**config.mk**
```make
export PLATFORM = sky130hd
export DESIGN_NAME = ssp_sync_slave
export DESIGN_NICKNAME = d
export VERILOG_FILES = /design/src/ssp_pkg.sv /design/src/ssp_sync_slave.sv /design/src/ssp_sync2.sv
export SDC_FILE = /design/constraint.sdc
export NUM_CORES = 1
export LEC_CHECK = 0
export ABC_AREA = 1
export BUFFER_PORTS_ARGS = -buffer_cell sky130_fd_sc_hd__clkbuf_2
export CORE_ASPECT_RATIO = 0.75
export CORE_MARGIN = 4
export CORE_UTILIZATION = 43
export CTS_BUF_LIST = sky130_fd_sc_hd__clkbuf_16
export DETAILED_ROUTE_END_ITERATION = 10
export PLACE_DENSITY = 0.74
export SLEW_MARGIN = 20
export SYNTH_ARGS = -nofsm -noshare
export SYNTH_HDL_FRONTEND = slang
export SYNTH_SLANG_ARGS = --single-unit
```
**constraint.sdc**
```tcl
create_clock -name i_clk -period 2.65 [get_ports i_clk]
set_input_delay 0.265 -clock i_clk [delete_from_list [all_inputs] [get_ports i_clk]]
set_output_delay 0.265 -clock i_clk [all_outputs]
set_load 0.01 [all_outputs]
```
**src/ssp_pkg.sv**
```systemverilog
// Constants, register map and types for the synchronous serial slave port
package ssp_pkg;
	// Bus geometry
	localparam int ADDR_W = 5;
	localparam int DATA_W = 32;
	localparam int BE_W   = 4;

	// Register byte offsets
	localparam logic [ADDR_W-1:0] OFF_TX_STATUS = 5'h00;
	localparam logic [ADDR_W-1:0] OFF_RX_STATUS = 5'h04;
	localparam logic [ADDR_W-1:0] OFF_TX_DATA   = 5'h08;
	localparam logic [ADDR_W-1:0] OFF_RX_DATA   = 5'h0c;
	localparam logic [ADDR_W-1:0] OFF_BAUD      = 5'h10;
	localparam logic [ADDR_W-1:0] OFF_INT_CTRL  = 5'h14;

	// transmit_status_control fields
	localparam int TS_CLK_MASTER = 7;
	localparam int TS_NINE       = 6;
	localparam int TS_TX_EN      = 5;
	localparam int TS_EMPTY      = 1;
	localparam int TS_NINTH      = 0;

	// receive_status_control fields
	localparam int RS_PORT_EN    = 7;
	localparam int RS_NINE       = 6;
	localparam int RS_SINGLE     = 5;
	localparam int RS_CONT       = 4;
	localparam int RS_FRAME_ERR  = 2;
	localparam int RS_OVERRUN    = 1;
	localparam int RS_NINTH      = 0;

	// baud_control fields
	localparam int BC_RX_IDLE    = 6;
	localparam int BC_CLK_POL    = 4;

	// Interrupt control fields
	localparam int IC_GLOBAL_EN  = 7;
	localparam int IC_PERIPH_EN  = 6;
	localparam int IC_RX_EN      = 5;
	localparam int IC_TX_EN      = 4;
	localparam int IC_RX_FLAG    = 3;
	localparam int IC_TX_FLAG    = 2;

	// Reset values
	localparam logic [7:0] TX_STATUS_RST = 8'h00;
	localparam logic [7:0] RX_STATUS_RST = 8'h00;
	localparam logic [7:0] BAUD_RST      = 8'h00;
	localparam logic [7:0] INT_CTRL_RST  = 8'h00;

	// Character geometry
	localparam int BYTE_W     = 8;
	localparam int CHAR_W     = 9;
	localparam int FIFO_DEPTH = 2;
	localparam int CNT_W      = 4;

	// Transmit shifter states
	typedef enum logic [1:0] {
		TX_IDLE  = 2'b00,
		TX_SHIFT = 2'b01,
		TX_DONE  = 2'b11
	} ssp_tx_state_type;
endpackage : ssp_pkg

```
**src/ssp_sync_slave.sv**
```systemverilog
// Synchronous slave serial port with Avalon-MM register access
//
// Our own choices: register access over Avalon-MM and the register addresses.
`timescale 1ns/10ps
`default_nettype none
module ssp_sync_slave #(
	parameter int FIFO_DEPTH = ssp_pkg::FIFO_DEPTH
) (
	// Clock and reset
	input  wire logic                        i_clk,
	input  wire logic                        i_nrst,
	// Avalon-MM slave
	input  wire logic [ssp_pkg::ADDR_W-1:0]  i_address,
	input  wire logic                        i_read,
	input  wire logic                        i_write,
	input  wire logic [ssp_pkg::DATA_W-1:0]  i_writedata,
	input  wire logic [ssp_pkg::BE_W-1:0]    i_byteenable,
	output logic      [ssp_pkg::DATA_W-1:0]  o_readdata,
	output logic                             o_waitrequest,
	// Serial clock pin
	input  wire logic                        i_ck_in,
	output logic                             o_ck_out,
	output logic                             o_ck_oe,
	// Serial data pin
	input  wire logic                        i_dt_in,
	output logic                             o_dt_out,
	output logic                             o_dt_oe,
	// Core power state and wake
	input  wire logic                        i_sleep,
	output logic                             o_wake,
	output logic                             o_isr_branch
);
	import ssp_pkg::*;

	localparam int PW = (FIFO_DEPTH > 1) ? $clog2(FIFO_DEPTH) : 1;
	localparam int FW = $clog2(FIFO_DEPTH + 1);
	localparam logic [FW-1:0] FIFO_FULL = FW'(FIFO_DEPTH);
	localparam logic [PW-1:0] PTR_LAST  = PW'(FIFO_DEPTH - 1);

	logic [7:0]           tx_status_reg, rx_status_reg, baud_reg, int_ctrl_reg;
	logic                 ck_s, dt_s, ck_prev_reg, ck_lvl, lead, trail;
	logic                 accept, wr_en, rd_en, wr_txdata, pop;
	logic [7:0]           rd_mux;
	logic                 port_enable, continuous_receive_enable, tx_mode, rx_mode;
	logic [CNT_W-1:0]     tx_bits, rx_bits;
	ssp_tx_state_type     tx_state_reg;
	logic [CHAR_W-1:0]    hold_reg, tsr_reg, rsr_reg, rx_char;
	logic                 hold_full_reg, started_reg, load;
	logic [CNT_W-1:0]     tx_cnt_reg, rx_cnt_reg;
	logic [CHAR_W-1:0]    fifo_reg [FIFO_DEPTH];
	logic [PW-1:0]        wr_ptr_reg, rd_ptr_reg;
	logic [FW-1:0]        fifo_cnt_reg;
	logic                 overrun_reg, rx_last, push;
	logic                 transmit_ready_flag, receive_ready_flag, shift_register_empty, tx_ev, rx_ev;

	// Pins come from the master's domain
	ssp_sync2 #(.W(2)) u_sync (
		.i_clk (i_clk),
		.i_nrst(i_nrst),
		.i_d   ({i_ck_in, i_dt_in}),
		.o_q   ({ck_s, dt_s})
	);

	// Clock edges after polarity select
	assign ck_lvl = ck_s ^ baud_reg[BC_CLK_POL];
	assign lead   = ck_lvl & ~ck_prev_reg;
	assign trail  = ~ck_lvl & ck_prev_reg;
	always_ff @(posedge i_clk or negedge i_nrst) begin
		if (!i_nrst) begin
			ck_prev_reg <= 1'b0;
		end else begin
			ck_prev_reg <= ck_lvl;
		end
	end

	// Mode decode; single receive enable only blocks transmit, receive ignores it
	assign port_enable    = rx_status_reg[RS_PORT_EN];
	assign continuous_receive_enable    = rx_status_reg[RS_CONT];
	assign tx_mode = port_enable & tx_status_reg[TS_TX_EN] & ~continuous_receive_enable & ~rx_status_reg[RS_SINGLE];
	assign rx_mode = port_enable & continuous_receive_enable & ~overrun_reg;
	assign tx_bits = tx_status_reg[TS_NINE] ? CNT_W'(CHAR_W) : CNT_W'(BYTE_W);
	assign rx_bits = rx_status_reg[RS_NINE] ? CNT_W'(CHAR_W) : CNT_W'(BYTE_W);

	// Status terms
	assign transmit_ready_flag  = ~hold_full_reg;
	assign receive_ready_flag  = (fifo_cnt_reg != '0);
	assign shift_register_empty  = (tx_state_reg != TX_SHIFT);
	assign tx_ev = transmit_ready_flag & int_ctrl_reg[IC_TX_EN] & int_ctrl_reg[IC_PERIPH_EN];
	assign rx_ev = receive_ready_flag & int_ctrl_reg[IC_RX_EN];

	// Bus strobes: a request takes effect on the edge where waitrequest is low
	assign accept    = ~o_waitrequest & (i_read | i_write);
	assign wr_en     = accept & i_write & i_byteenable[0];
	assign rd_en     = accept & i_read;
	assign wr_txdata = wr_en & (i_address == OFF_TX_DATA);
	assign pop       = rd_en & (i_address == OFF_RX_DATA) & receive_ready_flag;

	// Read mux; status bits are live, unmapped offsets read zero
	always_comb begin
		rd_mux = 8'h00;
		case (i_address)
			OFF_TX_STATUS: begin
				rd_mux           = tx_status_reg;
				rd_mux[TS_EMPTY] = shift_register_empty;
			end
			OFF_RX_STATUS: begin
				rd_mux               = rx_status_reg;
				rd_mux[RS_FRAME_ERR] = 1'b0;
				rd_mux[RS_OVERRUN]   = overrun_reg;
				rd_mux[RS_NINTH]     = fifo_reg[rd_ptr_reg][BYTE_W];
			end
			OFF_RX_DATA:   rd_mux = fifo_reg[rd_ptr_reg][BYTE_W-1:0];
			OFF_BAUD: begin
				rd_mux             = baud_reg;
				rd_mux[BC_RX_IDLE] = (rx_cnt_reg == '0);
			end
			OFF_INT_CTRL: begin
				rd_mux             = int_ctrl_reg;
				rd_mux[IC_RX_FLAG] = receive_ready_flag;
				rd_mux[IC_TX_FLAG] = transmit_ready_flag;
			end
			default:       rd_mux = 8'h00;
		endcase
	end

	// One wait cycle per access, then a single answer cycle
	always_ff @(posedge i_clk or negedge i_nrst) begin
		if (!i_nrst) begin
			o_waitrequest <= 1'b1;
			o_readdata    <= '0;
		end else if ((i_read | i_write) & o_waitrequest) begin
			o_waitrequest <= 1'b0;
			o_readdata    <= i_read ? {24'h000000, rd_mux} : '0;
		end else begin
			o_waitrequest <= 1'b1;
		end
	end

	// Software-written control registers
	always_ff @(posedge i_clk or negedge i_nrst) begin
		if (!i_nrst) begin
			tx_status_reg <= TX_STATUS_RST;
			rx_status_reg <= RX_STATUS_RST;
			baud_reg      <= BAUD_RST;
			int_ctrl_reg  <= INT_CTRL_RST;
		end else if (wr_en) begin
			case (i_address)
				OFF_TX_STATUS: tx_status_reg <= i_writedata[7:0];
				OFF_RX_STATUS: rx_status_reg <= i_writedata[7:0];
				OFF_BAUD:      baud_reg      <= i_writedata[7:0];
				OFF_INT_CTRL:  int_ctrl_reg  <= i_writedata[7:0];
				default:       int_ctrl_reg  <= int_ctrl_reg;
			endcase
		end
	end

	// Holding register takes the ninth bit from the status register at write
	always_ff @(posedge i_clk or negedge i_nrst) begin
		if (!i_nrst) begin
			hold_reg <= '0;
		end else if (wr_txdata) begin
			hold_reg <= {tx_status_reg[TS_NINTH], i_writedata[BYTE_W-1:0]};
		end
	end

	assign load = (tx_state_reg == TX_IDLE) & hold_full_reg & tx_mode;

	// Transmit shifter; Sleep changes nothing here, the clock is the master's
	always_ff @(posedge i_clk or negedge i_nrst) begin
		if (!i_nrst) begin
			tx_state_reg  <= TX_IDLE;
			hold_full_reg <= 1'b0;
			tsr_reg       <= '0;
			tx_cnt_reg    <= '0;
			started_reg   <= 1'b0;
			o_dt_out      <= 1'b0;
			o_dt_oe       <= 1'b0;
		end else if (!port_enable) begin
			tx_state_reg  <= TX_IDLE;
			hold_full_reg <= 1'b0;
			tx_cnt_reg    <= '0;
			started_reg   <= 1'b0;
			o_dt_out      <= 1'b0;
			o_dt_oe       <= 1'b0;
		end else begin
			// A write in the load cycle keeps the holding register full
			hold_full_reg <= (hold_full_reg & ~load) | wr_txdata;
			o_dt_oe       <= tx_mode;
			case (tx_state_reg)
				TX_IDLE: begin
					if (load) begin
						tsr_reg      <= hold_reg;
						o_dt_out     <= hold_reg[0];
						tx_cnt_reg   <= '0;
						started_reg  <= 1'b0;
						tx_state_reg <= TX_SHIFT;
					end
				end
				TX_SHIFT: begin
					// First bit is already out; later bits change on leading edges
					if (lead) begin
						started_reg <= 1'b1;
						if (started_reg) begin
							o_dt_out <= tsr_reg[tx_cnt_reg];
						end
					end
					if (trail) begin
						tx_cnt_reg <= tx_cnt_reg + 1'b1;
						if (tx_cnt_reg == tx_bits - 1'b1) begin
							tx_state_reg <= TX_DONE;
						end
					end
				end
				TX_DONE:  tx_state_reg <= TX_IDLE;
				default:  tx_state_reg <= TX_IDLE;
			endcase
		end
	end

	// Character being completed, with the bit sampled this edge merged in
	always_comb begin
		rx_char             = rsr_reg;
		rx_char[rx_cnt_reg] = dt_s;
		if (!rx_status_reg[RS_NINE]) begin
			rx_char[BYTE_W] = 1'b0;
		end
	end
	assign rx_last = rx_mode & trail & (rx_cnt_reg == rx_bits - 1'b1);
	assign push    = rx_last & ((fifo_cnt_reg != FIFO_FULL) | pop);

	// Receive shifter, two-deep buffer and overrun
	always_ff @(posedge i_clk or negedge i_nrst) begin
		if (!i_nrst) begin
			rsr_reg      <= '0;
			rx_cnt_reg   <= '0;
			wr_ptr_reg   <= '0;
			rd_ptr_reg   <= '0;
			fifo_cnt_reg <= '0;
			overrun_reg  <= 1'b0;
			fifo_reg     <= '{default: '0};
		end else if (!port_enable) begin
			rx_cnt_reg   <= '0;
			wr_ptr_reg   <= '0;
			rd_ptr_reg   <= '0;
			fifo_cnt_reg <= '0;
			overrun_reg  <= 1'b0;
		end else begin
			if (!continuous_receive_enable) begin
				rx_cnt_reg  <= '0;
				overrun_reg <= 1'b0;
			end else if (rx_mode & trail) begin
				rsr_reg <= rx_char;
				rx_cnt_reg <= rx_last ? '0 : rx_cnt_reg + 1'b1;
				if (rx_last & ~push) begin
					overrun_reg <= 1'b1;
				end
			end
			if (push) begin
				fifo_reg[wr_ptr_reg] <= rx_char;
				wr_ptr_reg <= (wr_ptr_reg == PTR_LAST) ? '0 : wr_ptr_reg + 1'b1;
			end
			if (pop) begin
				rd_ptr_reg <= (rd_ptr_reg == PTR_LAST) ? '0 : rd_ptr_reg + 1'b1;
			end
			fifo_cnt_reg <= fifo_cnt_reg + FW'(push) - FW'(pop);
		end
	end

	// Wake and branch requests to the core; clock pin is never driven
	always_ff @(posedge i_clk or negedge i_nrst) begin
		if (!i_nrst) begin
			o_wake       <= 1'b0;
			o_isr_branch <= 1'b0;
			o_ck_out     <= 1'b0;
			o_ck_oe      <= 1'b0;
		end else begin
			o_wake       <= i_sleep & (tx_ev | rx_ev);
			o_isr_branch <= int_ctrl_reg[IC_GLOBAL_EN] & (tx_ev | rx_ev);
			o_ck_out     <= 1'b0;
			o_ck_oe      <= 1'b0;
		end
	end

	a_ck_driver_off: assert property (@(posedge i_clk) disable iff (!i_nrst)
		(port_enable ##1 port_enable) |-> !o_ck_oe) else $error("clock pin driven in slave");
	a_first_load: assert property (@(posedge i_clk) disable iff (!i_nrst)
		load |=> (tx_state_reg == TX_SHIFT) && (tsr_reg == $past(hold_reg)))
		else $error("first character not loaded");
	a_second_held: assert property (@(posedge i_clk) disable iff (!i_nrst)
		(tx_state_reg == TX_SHIFT && hold_full_reg && port_enable) |=> hold_full_reg)
		else $error("second character left holding early");
	a_reload_after: assert property (@(posedge i_clk) disable iff (!i_nrst)
		(tx_state_reg == TX_DONE && hold_full_reg && tx_mode) ##1 tx_mode
		|=> (tx_state_reg == TX_SHIFT) && transmit_ready_flag) else $error("no reload after shift out");
	a_tx_wake: assert property (@(posedge i_clk) disable iff (!i_nrst)
		(i_sleep && transmit_ready_flag && int_ctrl_reg[IC_TX_EN] && int_ctrl_reg[IC_PERIPH_EN]) |=> o_wake)
		else $error("transmit flag did not wake");
	a_rx_branch: assert property (@(posedge i_clk) disable iff (!i_nrst)
		(rx_ev && int_ctrl_reg[IC_GLOBAL_EN]) |=> o_isr_branch)
		else $error("no branch on received character");
	a_rx_push: assert property (@(posedge i_clk) disable iff (!i_nrst)
		(rx_last && fifo_cnt_reg == '0) |=> receive_ready_flag && fifo_cnt_reg == FW'(1))
		else $error("received character not buffered");
	a_overrun_set: assert property (@(posedge i_clk) disable iff (!i_nrst)
		(rx_last && fifo_cnt_reg == FIFO_FULL && !pop)
		|=> overrun_reg && fifo_cnt_reg == FIFO_FULL) else $error("overrun not flagged");
	a_port_reset: assert property (@(posedge i_clk) disable iff (!i_nrst)
		!port_enable |=> (fifo_cnt_reg == '0) && !overrun_reg && (tx_state_reg == TX_IDLE))
		else $error("port not reset by enable clear");
endmodule : ssp_sync_slave
`default_nettype wire

```
**src/ssp_sync2.sv**
```systemverilog
// Two-flop synchroniser for pins entering the core clock domain
`timescale 1ns/10ps
`default_nettype none
module ssp_sync2 #(
	parameter int W = 2
) (
	// Clock and reset
	input  wire logic         i_clk,
	input  wire logic         i_nrst,
	// Asynchronous input and synchronised output
	input  wire logic [W-1:0] i_d,
	output logic      [W-1:0] o_q
);
	logic [W-1:0] meta_reg;

	// First stage feeds only the second
	always_ff @(posedge i_clk or negedge i_nrst) begin
		if (!i_nrst) begin
			meta_reg <= '0;
			o_q      <= '0;
		end else begin
			meta_reg <= i_d;
			o_q      <= meta_reg;
		end
	end
endmodule : ssp_sync2
`default_nettype wire

```
==> flow_summary_export.csv, run 1 <==
group,metric,value,unit
logic_synthesis,postSynthAreaPerCell,8.02,µm²
power,power,3.23,mW
route,first_pass_iters,5,
route,antenna_left,0,
sta,drv_slew,0,
setup_path,path_max_fanout,4,
clock_tree,cts.reportedPaths.clkPinSlew,0.07,ns
grt,grt_start_max_net_pins,43,
clock_tree,numCtsBuffers,9,
floorplan,std_cell_rows,34,
route,wl_per_cell,13.2,µm
clock_tree,clkLatencyLatePin,0.34,ns
sta,hold_viol,0,
sta,finalCritPeriodShare,73.6,%
cells_and_area,antenna_cells,0,
sta,rsz0062_at_grt,"false",
floorplan,core_area,11900,µm²
sta,worst_slew_pin_slew,0.607,ns
route,drc,0,
logic_synthesis,syn-cell-area,5330,µm²
setup_path,crit_arrival,2.19,ns
setup_path,critical_path_required,2.88,ns
sta,min_period,1.95,ns
placement,place_area,5540,µm²
floorplan,chipWidth,137,µm
cells_and_area,largest_register_ffs,18,
clock_tree,clock_path_buffers,2,
power,ir_worst_vdd,0.331,mV
route,routed_wl,11400,µm
grt,grtUsageTotal,16.8,%
route,num_vias,4177,
logic_synthesis,ys_seq_elements,105,
clock_tree,cts-htree-levels,3,
grt,grt_pass1_vias,3893,
flow_run,cap_viol_max_count,0,
floorplan,io_pins,87,
logic_synthesis,yosys_warnings,0,
logic_synthesis,ys_types,34,
cells_and_area,design_area,5850,µm²
logic_synthesis,synthArstFlopShare,100,%
cells_and_area,layout-drive-gt1-share,10.8,%
floorplan,start_util,44.9,%
sta,fmax,0.513,GHz
setup_path,r2r_slack,0.70,ns
sta,tns,0,ns
grt,overflow,0,
sta,slew_headroom,59.3,%
run_status,status,"completed",
logic_synthesis,synth_edf_count,0,
setup_path,start_kind,"flip-flop",
sta,setup_viol,0,
setup_path,end_kind,"flip-flop",
grt,antenna_found_initial,0,
logic_synthesis,postSynthCellCount,665,
cells_and_area,fin_nets,752,
floorplan,die_height,104,µm
floorplan,die_area,14300,µm²
sta,skew,0.00706,ns
placement,globalplace.congestion,0.854,
logic_synthesis,ys.flop_type,"dfrtp_1",
cells_and_area,areaGrowthSynthToFinish,9.64,%
power,power.leakage,3.10,nW
cells_and_area,final_core_util,49.3,%
placement,port_buffers,33,
cells_and_area,finalNonFillerCells,864,
route,avgViaCountPerCell,4.83,
placement,dpl.cell_count,847,
power,p_per_area,552,nW/µm²
clock_tree,cts_tree,"yes",
logic_synthesis,yosysSeqAreaShare,49.3,%
placement,hpwl,8450,µm
setup_path,worstSetupPathType,"flip-flop to flip-flop",
hold_path,min_path_type,"input pin to flip-flop",
grt,grt_pass1_wl,19300,µm
clock_tree,cts_root_buffer,"clkbuf_16",
hold_path,whs_path_depth,1,
route,drt_iter0_drc,272,
setup_path,ff2ff_path_depth,6,
clock_tree,cts_sinks,105,
repair_timing:
action                                  in CTS  in global routing
buffers inserted                             0                  0
endpoints found under the setup margin       0                  0
hold endpoints to repair                    37                  0
gates resized for setup                      0                  0
hold buffers                                 1                  0
critical path, cell delays in order (launching register included):
cell	delay, ns
dfrtp_1	0.43
inv_1	0.15
ha_1	0.23
nor3b_1	0.49
o21ai_0	0.31
nand4_1	0.19
nand2_1	0.06
placed cells by master, fill, tap and decap left out, drive strengths merged, types with 2 or more instances in the layout:
master  Yosys  layout
inv        65      68
dfrtp     104     104
a21oi      17      17
buf        37       8
xor2        2       2
clkbuf      8      41
nor2       38      38
conb        1      26
clkinv      1       3
nand3      41      41
ha          7       7
nor3        3       3
nor3b       2       2
nand4      23      23
nand2     242     242
o21ai      70      70
Yosys cell counts, types with 4 or more instances:
cell      number  area (µm²)
nand2_1      237         890
dfrtp_1      104        2600
o21ai_0       69         345
inv_1         62         233
nand3_1       37         185
nor2_1        34         128
buf_4         26         195
nand4_1       22         138
a21oi_1       14        70.1
clkbuf_1       8        30.0
ha_1           7        87.6
buf_2          5        25.0
buf_6          5        56.3
nand2_4        4        45.0
nand3_2        4        40.0
cell type report:
class	count	area, µm²
fill	1165	6020
sequential	105	2630
multi-input combinational	474	2220
inverter	66	248
timing repair buffer	41	243
clock buffer	9	225
tap	162	203
clock inverter	7	76.3
cell families after synthesis:
logic type / Yosys count / synth area share (%)
compound gates: 89 / 9.03
simple gates: 349 / 28.7
other cells: 1 / 0.0703
flops: 105 / 49.3
fa+ha+maj: 7 / 1.64
buf+inv: 111 / 10.8
xor+xnor: 3 / 0.493
metal layers:
metal  up-vias  track usage (%)  wire, µm
met5         -                0         0
met4         0             3.96       154
met3         9             4.11       746
met2       117             23.2      4640
met1      1914             26.2      5870
li1       2137                -         -
path summary, 6_finish.rpt:
path                                              startpoint                      endpoint
max in group asynchronous                             i_nrst       hold_reg[1]$_DFFE_PN0N_
worst max-delay path               rx_cnt_reg[1]$_DFFE_PN0P_       fifo_reg[0]$_DFFE_PN0P_
min in group asynchronous                             i_nrst        rsr_reg[7]$_DFFE_PN0P_
worst min-delay path                                 i_dt_in  u_sync.meta_reg[0]$_DFF_PN0_
worst min register to register  u_sync.meta_reg[1]$_DFF_PN0_       u_sync.o_q[1]$_DFF_PN0_
worst max register to register     rx_cnt_reg[1]$_DFFE_PN0P_       fifo_reg[0]$_DFFE_PN0P_
through the flow:
stage               worst slack [ns]  hold slack [ns]
detailed placement             0.464            0.274
CTS                            0.690           0.0198
global placement               0.504            0.272
floorplan                      0.707          -0.0306
finish                         0.699           0.0295
global route                   0.525           0.0147
where the power goes:
group	leakage [nW]	internal, mW	switching (mW)	total [mW]
logic	1.51	0.0561	0.146	0.202
registers	1.44	1.65	0.0350	1.69
clock network	0.144	0.741	0.596	1.34
total	3.10	2.45	0.778	3.23
Note: power is estimated with default switching activity, not from simulation.
==> run 2: changes to the inputs <==
- clock period: 2.65 -> 1.8 ns (I/O delays scaled with it)
==> run 2 against run 1 <==
Compared with the run above: maximum frequency rose by 11%; wire length rose by 4.9%; count of clock-buffer cells in the layout did not move; core utilization rose by 2.1 points; design area rose by 4.3%; sequential power rose by 47%; critical path depth rose by 4; critical path type unchanged; critical endpoint is now fifo_cnt_reg[1]$_DFF_PN0_; highest routed layer unchanged.
==> flow_summary_export.csv, run 2 (synthesis results as in run 1) <==
group,metric,value,unit
run_status,status,"completed",
clock_tree,numCtsBuffers,9,
floorplan,die_height,104,µm
floorplan,chipWidth,137,µm
setup_path,worstSetupPathType,"flip-flop to flip-flop",
power,power_frac_seq,53.8,%
route,num_vias,4366,
setup_path,path_max_fanout,4,
route,antenna_left,0,
cells_and_area,areaGrowthSynthToFinish,14.4,%
grt,overflow,0,
power,internal-power,3.47,mW
route,drt_iter0_drc,307,
cells_and_area,final.fill_count,1120,
grt,antenna_found_initial,0,
clock_tree,cts_sinks,105,
grt,grt_pass1_vias,3851,
floorplan,core_area,11900,µm²
flow_run,cap_viol_max_count,0,
sta,worst_slew_pin_slew,0.576,ns
power,p_per_area,755,nW/µm²
power,power_frac_clock,39.0,%
sta,setup_viol,0,
route,wl_per_cell,13.5,µm
sta,hold_viol,0,
floorplan,start_util,44.9,%
sta,finalCritPeriodShare,97.8,%
sta,rsz0062_at_grt,"true",
cells_and_area,most-common-layout-cells,"nand2_1 (235), dfrtp_1 (101), o21ai_0 (68)",
power,comb_power_share,7.2,%
cells_and_area,antenna_cells,0,
placement,port_buffers,33,
grt,grt_pass1_wl,19500,µm
route,first_pass_iters,5,
clock_tree,cts.reportedPaths.clkPinSlew,0.07,ns
floorplan,std_cell_rows,34,
floorplan,io_pins,87,
cells_and_area,layout-drive-gt1-share,15.0,%
clock_tree,clock_path_buffers,2,
placement,globalplace.congestion,0.845,
placement,hpwl,8620,µm
sta,fmax,0.568,GHz
power,ir_worst_vdd,0.447,mV
floorplan,die_area,14300,µm²
route,routed_wl,12000,µm
power,switching_share,24.7,%
power,power,4.61,mW
clock_tree,cts_tree,"yes",
grt,grtUsageTotal,17.3,%
route,avgViaCountPerCell,4.92,
hold_path,min_path_type,"input pin to flip-flop",
power,power.leakage,3.19,nW
sta,skew,0.0121,ns
route,drc,0,
setup_path,critical_path_required,2.08,ns
clock_tree,clkLatencyLatePin,0.36,ns
setup_path,end_kind,"flip-flop",
power,p_switching,1.14,mW
clock_tree,cts-htree-levels,3,
sta,slew_headroom,61.2,%
grt,grt_start_max_net_pins,55,
sta,tns,0,ns
cells_and_area,final_common_cell,"nand2_1",
cells_and_area,largest_register_ffs,18,
clock_tree,cts_root_buffer,"clkbuf_16",
setup_path,crit_arrival,2.04,ns
sta,drv_slew,0,
sta,min_period,1.76,ns
cells_and_area,fin_nets,776,
setup_path,start_kind,"flip-flop",
## run 2: final timing paths
path	cells past startpoint	endpoint	slack, ns	start
min reg2reg	0	u_sync.o_q[0]$_DFF_PN0_	0.35	u_sync.meta_reg[0]$_DFF_PN0_
min	3	o_wake$_DFF_PN0_	0.03	i_sleep
max	10	fifo_cnt_reg[1]$_DFF_PN0_	0.04	rx_cnt_reg[2]$_DFFE_PN0P_
max reg2reg	10	fifo_cnt_reg[1]$_DFF_PN0_	0.04	rx_cnt_reg[2]$_DFFE_PN0P_
min in group asynchronous	2	rsr_reg[2]$_DFFE_PN0P_	0.25	i_nrst
max in group asynchronous	3	hold_reg[3]$_DFFE_PN0N_	0.98	i_nrst
## run 2: critical path: stages (launching register included)
cell     delay (ns)
dfrtp_2        0.45
inv_4          0.07
nor2_4         0.12
nand3_4        0.09
a21oi_4        0.20
nand2_4        0.08
ha_4           0.27
inv_2          0.03
ha_4           0.14
xor2_1         0.15
nor2_1         0.09
## run 2: repair_timing
action | 4_1_cts | 5_1_grt
setup endpoints to repair | 0 | 20
endpoints found under the hold margin | 19 | 0
buffers inserted | 0 | 3
resized for setup | 0 | 10
hold buffers | 3 | 0
## run 2: metrics by stage
step                utilization (%)  instances  worst slack [ns]  hold WS [ns]  area [µm²]
detailed placement             48.3        866            0.0615        0.0869        5740
global route                   51.4        888           -0.0455        0.0268        6100
finish                         51.4        888            0.0405        0.0272        6100
global placement               48.3        866             0.102        0.0817        5740
floorplan                         -        690           -0.0138        -0.116        5470
CTS                            50.9        885            0.0365        0.0210        6040
## run 2: power by group through the flow
stage | registers, mW | logic, mW | clock network, mW
after floorplan | 2.52 | 0.210 | 0
after global placement | 2.52 | 0.319 | 0
after detailed placement | 2.52 | 0.325 | 0
after CTS | 2.48 | 0.332 | 1.84
after global routing | 2.49 | 0.379 | 1.94
final | 2.48 | 0.330 | 1.80
## run 2: cell type report
cell class | count | area (µm²) | area share [%]
repair buffers | 65 | 440 | 7.22
clock inverters | 7 | 46.3 | 0.759
multi-input cells | 474 | 2300 | 37.8
well taps | 162 | 203 | 3.32
flip-flops and latches | 105 | 2630 | 43.1
inverters | 66 | 250 | 4.10
clock buffers | 9 | 225 | 3.69
## run 2: per-layer routing
layer | wire length [µm] | vias up | global-route usage (%)
met4 | 115 | 0 | 3.45
met3 | 694 | 9 | 4.59
li1 | - | 2189 | -
met5 | 0 | - | 0
met2 | 5100 | 109 | 23.7
met1 | 6060 | 2059 | 27.1
